<file path="src/design/mcbl_pkg.sv">
`default_nettype none
package mcbl_pkg;
   // Configuration image
   localparam int unsigned IMAGE_BYTES = 22;
   localparam int unsigned CU_BYTES = 8;
   localparam logic [4:0] LAST_INDEX = 5'h15;
   localparam logic [4:0] FIRST_FWD_INDEX = 5'h08;
   localparam logic [5:0] MAX_COUNT = 6'h16;

   // Byte zero and byte one fields
   localparam int unsigned COUNT_MSB = 5;
   localparam int unsigned TX_THR_MSB = 6;
   localparam int unsigned TX_THR_LSB = 4;
   localparam int unsigned RX_THR_MSB = 3;
   localparam int unsigned RX_THR_LSB = 0;
   localparam logic [7:0] BYTE0_KEEP = 8'h3f;
   localparam logic [7:0] BYTE1_KEEP = 8'h7f;

   // Reset image of the command unit bytes
   localparam logic [7:0] BYTE0_RESET = 8'h00;
   localparam logic [7:0] BYTE1_RESET = 8'h08;
   localparam logic [7:0] BYTEN_RESET = 8'h00;

   // Threshold arithmetic, in Dwords
   localparam logic [5:0] RX_SHALLOW_BASE = 6'h10;
   localparam logic [5:0] RX_DEEP_BASE = 6'h20;

   // Register port map
   localparam logic [3:0] REG_CU_BYTE0 = 4'h0;
   localparam logic [3:0] REG_CU_BYTE7 = 4'h7;
   localparam logic [3:0] REG_CONTROL = 4'h8;
   localparam logic [3:0] REG_STATUS = 4'h9;
   localparam int unsigned CTRL_DEEP_BIT = 0;
   localparam int unsigned STAT_BUSY_BIT = 7;
   localparam logic CTRL_DEEP_RESET = 1'b0;

   typedef enum logic [1:0] {
      ST_IDLE,
      ST_LOAD,
      ST_DRAIN
   } mcbl_state_t;
endpackage : mcbl_pkg
`default_nettype wire

</file>
<file path="src/design/mcbl_loader.sv">
`default_nettype none
module mcbl_loader (
   input wire logic sys_clk,
   input wire logic reset,
   input wire logic loadStart,
   input wire logic inValid,
   input wire logic [7:0] inData,
   output logic inReady,
   output logic fwdValid,
   output logic [7:0] fwdData,
   output logic [4:0] fwdIndex,
   input wire logic fwdReady,
   output logic busy,
   output logic loadDone,
   output logic [63:0] cuConfig,
   output logic [2:0] txThrDwords,
   output logic [4:0] txThrBytes,
   output logic [5:0] rxThrDwords,
   output logic [7:0] rxThrBytes,
   input wire logic [3:0] regAddr,
   input wire logic [7:0] regWrData,
   input wire logic regWr,
   input wire logic regRd,
   output logic [7:0] regRdData
);
   mcbl_pkg::mcbl_state_t state, next_state;
   logic [4:0] idx, next_idx;
   logic [4:0] lastIdx, next_lastIdx;
   logic [7:0] cuMem [mcbl_pkg::CU_BYTES];
   logic [7:0] next_cuMem [mcbl_pkg::CU_BYTES];
   logic next_fwdValid;
   logic [7:0] next_fwdData;
   logic [4:0] next_fwdIndex;
   logic next_loadDone;
   logic rxDeep, next_rxDeep;
   logic [7:0] next_regRdData;
   logic take;
   logic fwdSlotFree;
   logic [5:0] cfgCount;
   logic [4:0] limIdx;
   logic [3:0] rxCode;
   logic [2:0] txCode;

   // Count decode for the first byte
   always_comb begin
      cfgCount = inData[mcbl_pkg::COUNT_MSB:0];
      if (cfgCount == 6'h00) begin
         limIdx = 5'h00;
      end else if (cfgCount > mcbl_pkg::MAX_COUNT) begin
         limIdx = mcbl_pkg::LAST_INDEX;
      end else begin
         limIdx = 5'(cfgCount - 6'h01);
      end
   end

   assign fwdSlotFree = !fwdValid || fwdReady;
   // Forwarded bytes stall on the transmit DMA side
   always_comb begin
      inReady = 1'b0;
      if (state == mcbl_pkg::ST_LOAD) begin
         if (idx < mcbl_pkg::FIRST_FWD_INDEX) begin
            inReady = 1'b1;
         end else begin
            inReady = fwdSlotFree;
         end
      end
   end
   assign take = inReady && inValid;

   always_comb begin
      next_state = state;
      next_idx = idx;
      next_lastIdx = lastIdx;
      next_cuMem = cuMem;
      next_fwdValid = fwdValid && !fwdReady;
      next_fwdData = fwdData;
      next_fwdIndex = fwdIndex;
      next_loadDone = 1'b0;
      unique case (state)
         mcbl_pkg::ST_IDLE: begin
            if (loadStart) begin
               next_state = mcbl_pkg::ST_LOAD;
               next_idx = 5'h00;
            end
         end
         mcbl_pkg::ST_LOAD: begin
            if (take) begin
               if (idx == 5'h00) begin
                  next_lastIdx = limIdx;
                  next_cuMem[0] = inData & mcbl_pkg::BYTE0_KEEP;
               end else if (idx == 5'h01) begin
                  next_cuMem[1] = inData & mcbl_pkg::BYTE1_KEEP;
               end else if (idx < mcbl_pkg::FIRST_FWD_INDEX) begin
                  next_cuMem[idx[2:0]] = inData;
               end else begin
                  next_fwdValid = 1'b1;
                  next_fwdData = inData;
                  next_fwdIndex = idx;
               end
               next_idx = idx + 5'h01;
               if ((idx == 5'h00 && limIdx == 5'h00) ||
                   (idx != 5'h00 && idx == lastIdx)) begin
                  if (idx < mcbl_pkg::FIRST_FWD_INDEX) begin
                     next_state = mcbl_pkg::ST_IDLE;
                     next_loadDone = 1'b1;
                  end else begin
                     next_state = mcbl_pkg::ST_DRAIN;
                  end
               end
            end
         end
         mcbl_pkg::ST_DRAIN: begin
            if (!next_fwdValid) begin
               next_state = mcbl_pkg::ST_IDLE;
               next_loadDone = 1'b1;
            end
         end
         default: begin
            next_state = mcbl_pkg::ST_IDLE;
         end
      endcase
   end

   always_ff @(posedge sys_clk) begin
      if (reset) begin
         state <= mcbl_pkg::ST_IDLE;
         idx <= 5'h00;
         lastIdx <= 5'h00;
         fwdValid <= 1'b0;
         fwdData <= 8'h00;
         fwdIndex <= 5'h00;
         loadDone <= 1'b0;
         cuMem[0] <= mcbl_pkg::BYTE0_RESET;
         cuMem[1] <= mcbl_pkg::BYTE1_RESET;
         for (int i = 2; i < mcbl_pkg::CU_BYTES; i++) begin
            cuMem[i] <= mcbl_pkg::BYTEN_RESET;
         end
      end else begin
         state <= next_state;
         idx <= next_idx;
         lastIdx <= next_lastIdx;
         fwdValid <= next_fwdValid;
         fwdData <= next_fwdData;
         fwdIndex <= next_fwdIndex;
         loadDone <= next_loadDone;
         cuMem <= next_cuMem;
      end
   end

   assign busy = (state != mcbl_pkg::ST_IDLE);
   assign cuConfig = {cuMem[7], cuMem[6], cuMem[5], cuMem[4],
                      cuMem[3], cuMem[2], cuMem[1], cuMem[0]};

   // Threshold decode from byte one
   assign txCode = cuMem[1][mcbl_pkg::TX_THR_MSB:mcbl_pkg::TX_THR_LSB];
   assign rxCode = cuMem[1][mcbl_pkg::RX_THR_MSB:mcbl_pkg::RX_THR_LSB];
   assign txThrDwords = txCode;
   assign txThrBytes = {txCode, 2'b00};
   always_comb begin
      if (rxDeep) begin
         rxThrDwords = mcbl_pkg::RX_DEEP_BASE - {1'b0, rxCode, 1'b0};
      end else begin
         rxThrDwords = mcbl_pkg::RX_SHALLOW_BASE - {2'b00, rxCode};
      end
   end
   assign rxThrBytes = {rxThrDwords, 2'b00};

   // Register port
   always_comb begin
      next_rxDeep = rxDeep;
      if (regWr && regAddr == mcbl_pkg::REG_CONTROL) begin
         next_rxDeep = regWrData[mcbl_pkg::CTRL_DEEP_BIT];
      end
      next_regRdData = 8'h00;
      if (regRd) begin
         if (regAddr <= mcbl_pkg::REG_CU_BYTE7) begin
            next_regRdData = cuMem[regAddr[2:0]];
         end else if (regAddr == mcbl_pkg::REG_CONTROL) begin
            next_regRdData[mcbl_pkg::CTRL_DEEP_BIT] = rxDeep;
         end else if (regAddr == mcbl_pkg::REG_STATUS) begin
            next_regRdData[mcbl_pkg::STAT_BUSY_BIT] = busy;
            next_regRdData[4:0] = idx;
         end
      end
   end

   always_ff @(posedge sys_clk) begin
      if (reset) begin
         rxDeep <= mcbl_pkg::CTRL_DEEP_RESET;
         regRdData <= 8'h00;
      end else begin
         rxDeep <= next_rxDeep;
         regRdData <= next_regRdData;
      end
   end

   count_field_a: assert property (@(posedge sys_clk) disable iff (reset)
      take && idx == 5'h00 && state == mcbl_pkg::ST_LOAD &&
      inData[5:0] == 6'h08 |=> lastIdx == 5'h07)
      else $error("byte count not captured");
   short_load_a: assert property (@(posedge sys_clk) disable iff (reset)
      take && idx == 5'h00 && inData[5:0] <= 6'h01
      |=> loadDone && !busy)
      else $error("one-byte load did not finish");
   count_clamp_a: assert property (@(posedge sys_clk) disable iff (reset)
      busy && idx != 5'h00 |-> lastIdx <= mcbl_pkg::LAST_INDEX)
      else $error("load limit beyond last byte");
   fwd_only_tail_a: assert property (@(posedge sys_clk) disable iff (reset)
      $rose(fwdValid) |-> fwdIndex >= 5'h08 && fwdIndex <= 5'h15)
      else $error("bad forwarded byte index");
   fwd_hold_a: assert property (@(posedge sys_clk) disable iff (reset)
      fwdValid && !fwdReady |=> fwdValid && $stable(fwdData)
      && $stable(fwdIndex))
      else $error("forwarded byte dropped");
   tx_units_a: assert property (@(posedge sys_clk) disable iff (reset)
      $changed(cuMem[1]) |-> txThrBytes == {cuMem[1][6:4], 2'b00}
      && txThrBytes <= 5'h1c)
      else $error("transmit threshold wrong");
   rx_shallow_a: assert property (@(posedge sys_clk) disable iff (reset)
      !rxDeep && take && idx == 5'h01
      |=> rxThrBytes == 8'h40 - {2'b00, $past(inData[3:0]), 2'b00})
      else $error("shallow receive threshold wrong");
   rx_deep_a: assert property (@(posedge sys_clk) disable iff (reset)
      rxDeep && !$changed(rxDeep) && rxCode == 4'h8
      |-> rxThrBytes == 8'h40)
      else $error("deep receive threshold wrong");
   reset_default_a: assert property (@(posedge sys_clk)
      $past(reset) && !reset |-> txThrBytes == 5'h00
      && rxThrBytes == 8'h20)
      else $error("threshold defaults wrong");
   fixed_bits_a: assert property (@(posedge sys_clk) disable iff (reset)
      cuMem[0][7:6] == 2'b00 && cuMem[1][7] == 1'b0)
      else $error("fixed bit position not zero");

   // Handshake, capture, load sequencing and threshold checks
   idle_no_ready_a: assert property (
      @(posedge sys_clk) disable iff (reset)
      !busy |-> !inReady)
      else $error("input ready while idle");

   cu_no_stall_a: assert property (
      @(posedge sys_clk) disable iff (reset)
      state == mcbl_pkg::ST_LOAD && idx < mcbl_pkg::FIRST_FWD_INDEX |-> inReady)
      else $error("command unit byte stalled");

   fwd_stall_a: assert property (
      @(posedge sys_clk) disable iff (reset)
      state == mcbl_pkg::ST_LOAD && idx >= mcbl_pkg::FIRST_FWD_INDEX &&
      fwdValid && !fwdReady |-> !inReady)
      else $error("input taken while forward slot full");

   fwd_capture_a: assert property (
      @(posedge sys_clk) disable iff (reset)
      take && idx >= mcbl_pkg::FIRST_FWD_INDEX |=> fwdValid &&
      fwdIndex == $past(idx) && fwdData == $past(inData))
      else $error("forwarded byte not captured");

   cu_capture_a: assert property (
      @(posedge sys_clk) disable iff (reset)
      take && idx >= 5'h02 && idx < mcbl_pkg::FIRST_FWD_INDEX
      |=> cuMem[$past(idx[2:0])] == $past(inData))
      else $error("command unit byte not stored");

   count_over_a: assert property (
      @(posedge sys_clk) disable iff (reset)
      take && idx == 5'h00 && inData[5:0] > mcbl_pkg::MAX_COUNT
      |=> lastIdx == mcbl_pkg::LAST_INDEX)
      else $error("oversized count not clamped");

   start_load_a: assert property (
      @(posedge sys_clk) disable iff (reset)
      !busy && loadStart |=> busy && idx == 5'h00)
      else $error("load did not start at byte zero");

   idle_hold_a: assert property (
      @(posedge sys_clk) disable iff (reset)
      !busy |=> $stable(cuConfig))
      else $error("configuration changed while idle");

   done_pulse_a: assert property (
      @(posedge sys_clk) disable iff (reset)
      loadDone |=> !loadDone)
      else $error("load done longer than one cycle");

   done_idle_a: assert property (
      @(posedge sys_clk) disable iff (reset)
      loadDone |-> !busy && !fwdValid)
      else $error("load done before forward drained");

   rx_shallow_range_a: assert property (
      @(posedge sys_clk) disable iff (reset)
      !rxDeep |-> rxThrBytes >= 8'h04 && rxThrBytes <= 8'h40)
      else $error("shallow receive threshold out of range");

   rx_deep_range_a: assert property (
      @(posedge sys_clk) disable iff (reset)
      rxDeep |-> rxThrBytes >= 8'h08 && rxThrBytes <= 8'h80)
      else $error("deep receive threshold out of range");

   rx_units_a: assert property (
      @(posedge sys_clk) disable iff (reset)
      rxThrBytes[1:0] == 2'b00 && rxThrBytes[7:2] == rxThrDwords)
      else $error("receive threshold not in Dwords");

   tx_dwords_a: assert property (
      @(posedge sys_clk) disable iff (reset)
      txThrBytes[1:0] == 2'b00 && txThrBytes[4:2] == txThrDwords)
      else $error("transmit threshold not in Dwords");
endmodule : mcbl_loader
`default_nettype wire

</file>
<file path="config.mk">
export PLATFORM = sky130hd
export DESIGN_NAME = mcbl_loader
export DESIGN_NICKNAME = d
export VERILOG_FILES = /design/src/design/mcbl_pkg.sv /design/src/design/mcbl_loader.sv
export SDC_FILE = /design/constraint.sdc
export NUM_CORES = 1
export LEC_CHECK = 0
export BUFFER_PORTS_ARGS = -buffer_cell sky130_fd_sc_hd__clkbuf_2
export CAP_MARGIN = 20
export CORE_AREA = 3 3 102 104
export CTS_BUF_LIST = sky130_fd_sc_hd__clkbuf_4 sky130_fd_sc_hd__clkbuf_8 sky130_fd_sc_hd__clkbuf_16
export DETAILED_ROUTE_END_ITERATION = 8
export DIE_AREA = 0 0 105 107
export GPL_ROUTABILITY_DRIVEN = 1
export PLACE_DENSITY = 0.8
export SYNTH_ARGS = -nofsm -noshare
export SYNTH_HDL_FRONTEND = slang
export SYNTH_SLANG_ARGS = --single-unit
export TNS_END_PERCENT = 30
</file>
<file path="constraint.sdc">
create_clock -name sys_clk -period 2.8 [get_ports sys_clk]
set_input_delay 0.84 -clock sys_clk [delete_from_list [all_inputs] [get_ports sys_clk]]
set_output_delay 0.84 -clock sys_clk [all_outputs]
set_load 0.05 [all_outputs]
</file>
==> impl_metrics.env <==
export IMPL_outcome="complete, no violations"
export IMPL_synth_cell_types=64
export IMPL_wl_um=13500
export IMPL_fin_skew_ns=0.0149
export IMPL_placed_cells=756
export IMPL_grt_max_degree=74
export IMPL_register_area_um2=2010
export IMPL_antenna_cells=0
export IMPL_fin_crit_sh_pct=97.5
export IMPL_syn_to_final_growth_pct=15.0
export IMPL_max_freq_ghz=0.366
export IMPL_grt_use_total_pct=23.9
export IMPL_ys_seq_area_share_pct=39.5
export IMPL_cp_data_arrival_time_ns=1.89
export IMPL_fin_crit_ns=2.73
export IMPL_p_sw_share_pct=32.8
export IMPL_cts_path_max_buffers=2
export IMPL_clockRootBuffer="clkbuf_8"
export IMPL_grt_pass1_vias=4040
export IMPL_fillers=848
export IMPL_grt_pass1_wl_um=21200
export IMPL_port_buffer_count=126
export IMPL_criticalPathCategory="reg -> out"
export IMPL_die_area_um2=11200
export IMPL_synthArstFlopShare_pct=0
export IMPL_drtIter0Drc=298
export IMPL_hpwl_um=9790
export IMPL_worstReg2RegEnd="cuConfig[63]"
export IMPL_synth_edff_count=0
export IMPL_hold_buffers=0
export IMPL_clkLatencyLatePin_ns=0.38
export IMPL_startpoint="cuConfig[8]"
export IMPL_worst_pin_slew_ns=0.696
export IMPL_relSlewSlack_pct=53.5
export IMPL_cts_tree="yes"
export IMPL_worst_r2r_path_depth=7
export IMPL_rsz0062_at_grt="true"
export IMPL_gp_congestion=0.937
export IMPL_multi_input_area_um2=2650
export IMPL_via_count=4334
export IMPL_pwr_share_clk_pct=29.9
export IMPL_slew_violations=0
export IMPL_ant_nets=0
export IMPL_drtPass1Iterations=5
export IMPL_clock_sinks=100
export IMPL_leakagePower_uw=0.00255
export IMPL_cp_required_ns=1.96
export IMPL_switchingPower_uw=958
export IMPL_nets=671
export IMPL_die_h_um=107
export IMPL_avgRoutedWirePerCell_um=17.4
export IMPL_end_kind="output port"
export IMPL_critPathLaunchType="register"
export IMPL_start_util_pct=52.6
export IMPL_syn_area_per_cell_um2=9.56
export IMPL_path_max_fanout=7
export IMPL_drc=0
export IMPL_synthCells=530
export IMPL_crit_path_end="rxThrBytes[5]"
export IMPL_via_per_inst=5.61
export IMPL_die_x_um=105
export IMPL_post_cts_buffers=0
export IMPL_setup_viol=0
export IMPL_hold_viol_final=0
export IMPL_yosys_warnings=0
export IMPL_min_path_type="reg -> reg"
export IMPL_r2r_start="state[1]"
export IMPL_p_seq_share_pct=50.8
export IMPL_drive_gt1_share_pct=30.8
export IMPL_grt_overflow=0
export IMPL_clkTransAtPathRegs_ns=0.10
export IMPL_rows=36
export IMPL_reg2reg_slack_ns=0.55
export IMPL_fin_util_pct=60.4
export IMPL_ir_drop_uv=288
export IMPL_power_density_nw_per_um2=501
export IMPL_synth_top_flop_cell="dfxtp_1"
export IMPL_p_int_uw=1960
export IMPL_synth_cell_area_um2=5070
export IMPL_io_pins=138
export IMPL_htree_levels=3
export IMPL_instances_no_fill=772
export IMPL_max_cap_viol_count=0
export IMPL_antenna_found_initial=0
export IMPL_synth_seq_cells=100
export IMPL_numCtsBuffers=9
export IMPL_comb_power_share_pct=19.3
export IMPL_core_area_um2=9640
[through the flow]
step           setup WS, ns  TNS (ns)  hold WS, ns  total power (uW)  cell area, um^2
3_3_place_gp          0.361         0        0.449              2050             5640
3_5_place_dp          0.270         0        0.449              2070             5640
6_report             0.0710         0        0.460              2920             5830
2_1_floorplan       -0.0936   -0.0936        0.444              1950             5130
4_1_cts              0.0254         0        0.462              2930             5820
5_1_grt             -0.0367   -0.0665        0.476              3030             5830
[cells in the final DEF (no fill, tap or decap), types with 8 or more instances in the layout]
cell      synthesis  routed
nor2_1           71      71
nand3_1          26      26
mux2i_1          60      60
mux4_2           16      16
clkbuf_2          0     124
dfxtp_1         100      97
xnor2_1           8       8
ha_1             10      10
inv_1            16      16
buf_4            17      14
nand2_1          49      49
o21ai_0          11      10
clkbuf_8         13       9
a21oi_1          35      35
[logic make-up (layout without fill, tap and decap cells)]
group / after synthesis / after routing / synth area share, %
simple gates: 189 / 189 / 18.3
compound gates: 74 / 74 / 8.99
mux: 77 / 77 / 19.2
other cells: 1 / 4 / 0.0740
flops: 100 / 100 / 39.5
fa+ha+maj: 10 / 10 / 2.47
buf+inv: 67 / 173 / 9.38
xor+xnor: 12 / 12 / 2.07
[cells in the mapped netlist (all sizes together) (2+ instances only)]
master	number	area share [%]
nand3b	3	0.44
a21boi	3	0.52
mux4	16	7.1
nor3b	2	0.30
o2bb2ai	2	0.35
and3	7	0.91
o211ai	4	0.59
nand4	2	0.25
or3	2	0.35
inv	16	1.2
clkbuf	25	4.4
and2	2	0.30
a32oi	2	0.35
o21ai	13	1.4
nor2	73	5.6
mux2i	60	12
nand3	28	3.1
o21a	2	0.30
nand2	49	3.6
or4	2	0.30
buf	25	3.5
xor2	4	0.69
nor3	7	1.1
a2111oi	2	0.35
a21oi	36	3.6
dfxtp	100	40
ha	10	2.5
nor4	2	0.67
nand2b	4	0.49
xnor2	8	1.4
nor2b	3	0.37
[power groups by stage]
stage | registers (uW) | clock network [uW] | logic [uW]
4_1_cts | 1480 | 889 | 556
5_1_grt | 1490 | 935 | 609
3_3_place_gp | 1510 | 0 | 539
2_1_floorplan | 1550 | 0 | 398
6_report | 1480 | 873 | 564
3_5_place_dp | 1510 | 0 | 554
[critical path, cell delays in order, from the launching register on]
cell and delay, ns:
dfxtp_2 0.41, inv_1 0.08, ha_1 0.27, a22oi_1 0.21, nor2_1 0.09, a211oi_4 0.19, clkbuf_4 0.27
[routing by layer]
layer	routed length [um]	up-vias	global-route usage, %
met1	5790	2092	31.3
met3	911	19	4.82
met5	0	-	0
li1	-	2030	-
met2	6560	193	40.0
met4	210	0	7.12
[layout make-up]
class / instances / area share [%]
clock buffers: 9 / 2.13
clock inverters: 7 / 1.01
flip-flops and latches: 100 / 34.4
well taps: 133 / 2.86
multi-input cells: 366 / 45.5
inverters: 16 / 1.03
repair buffers: 141 / 13.1
[registers in the layout, summed over array words and instances (netlist names)]
| register | flops |
|---|---|
| cuConfig | 64 |
| fwdData | 8 |
| fwdIndex | 5 |
| fwdValid | 1 |
| idx | 5 |
| lastIdx | 5 |
| loadDone | 1 |
| regRdData | 8 |
| rxDeep | 1 |
| state | 2 |
[worst min-delay path by stage]
stage | startpoint | endpoint | slack (ns) | depth (start not counted)
floorplan | lastIdx[0] | lastIdx[0] | 0.44 | 2
global placement | fwdIndex[3] | fwdIndex[3] | 0.45 | 2
detailed placement | fwdIndex[3] | fwdIndex[3] | 0.45 | 2
CTS | fwdIndex[3] | fwdIndex[3] | 0.46 | 2
global route | fwdIndex[3] | fwdIndex[3] | 0.48 | 2
finish | fwdIndex[3] | fwdIndex[3] | 0.46 | 2
[what timing repair did]
action	4_1_cts	5_1_grt
resized for setup	0	4
hold endpoints to repair	0	0
setup endpoints to repair	0	2
Power figures use the tool's default switching activity.
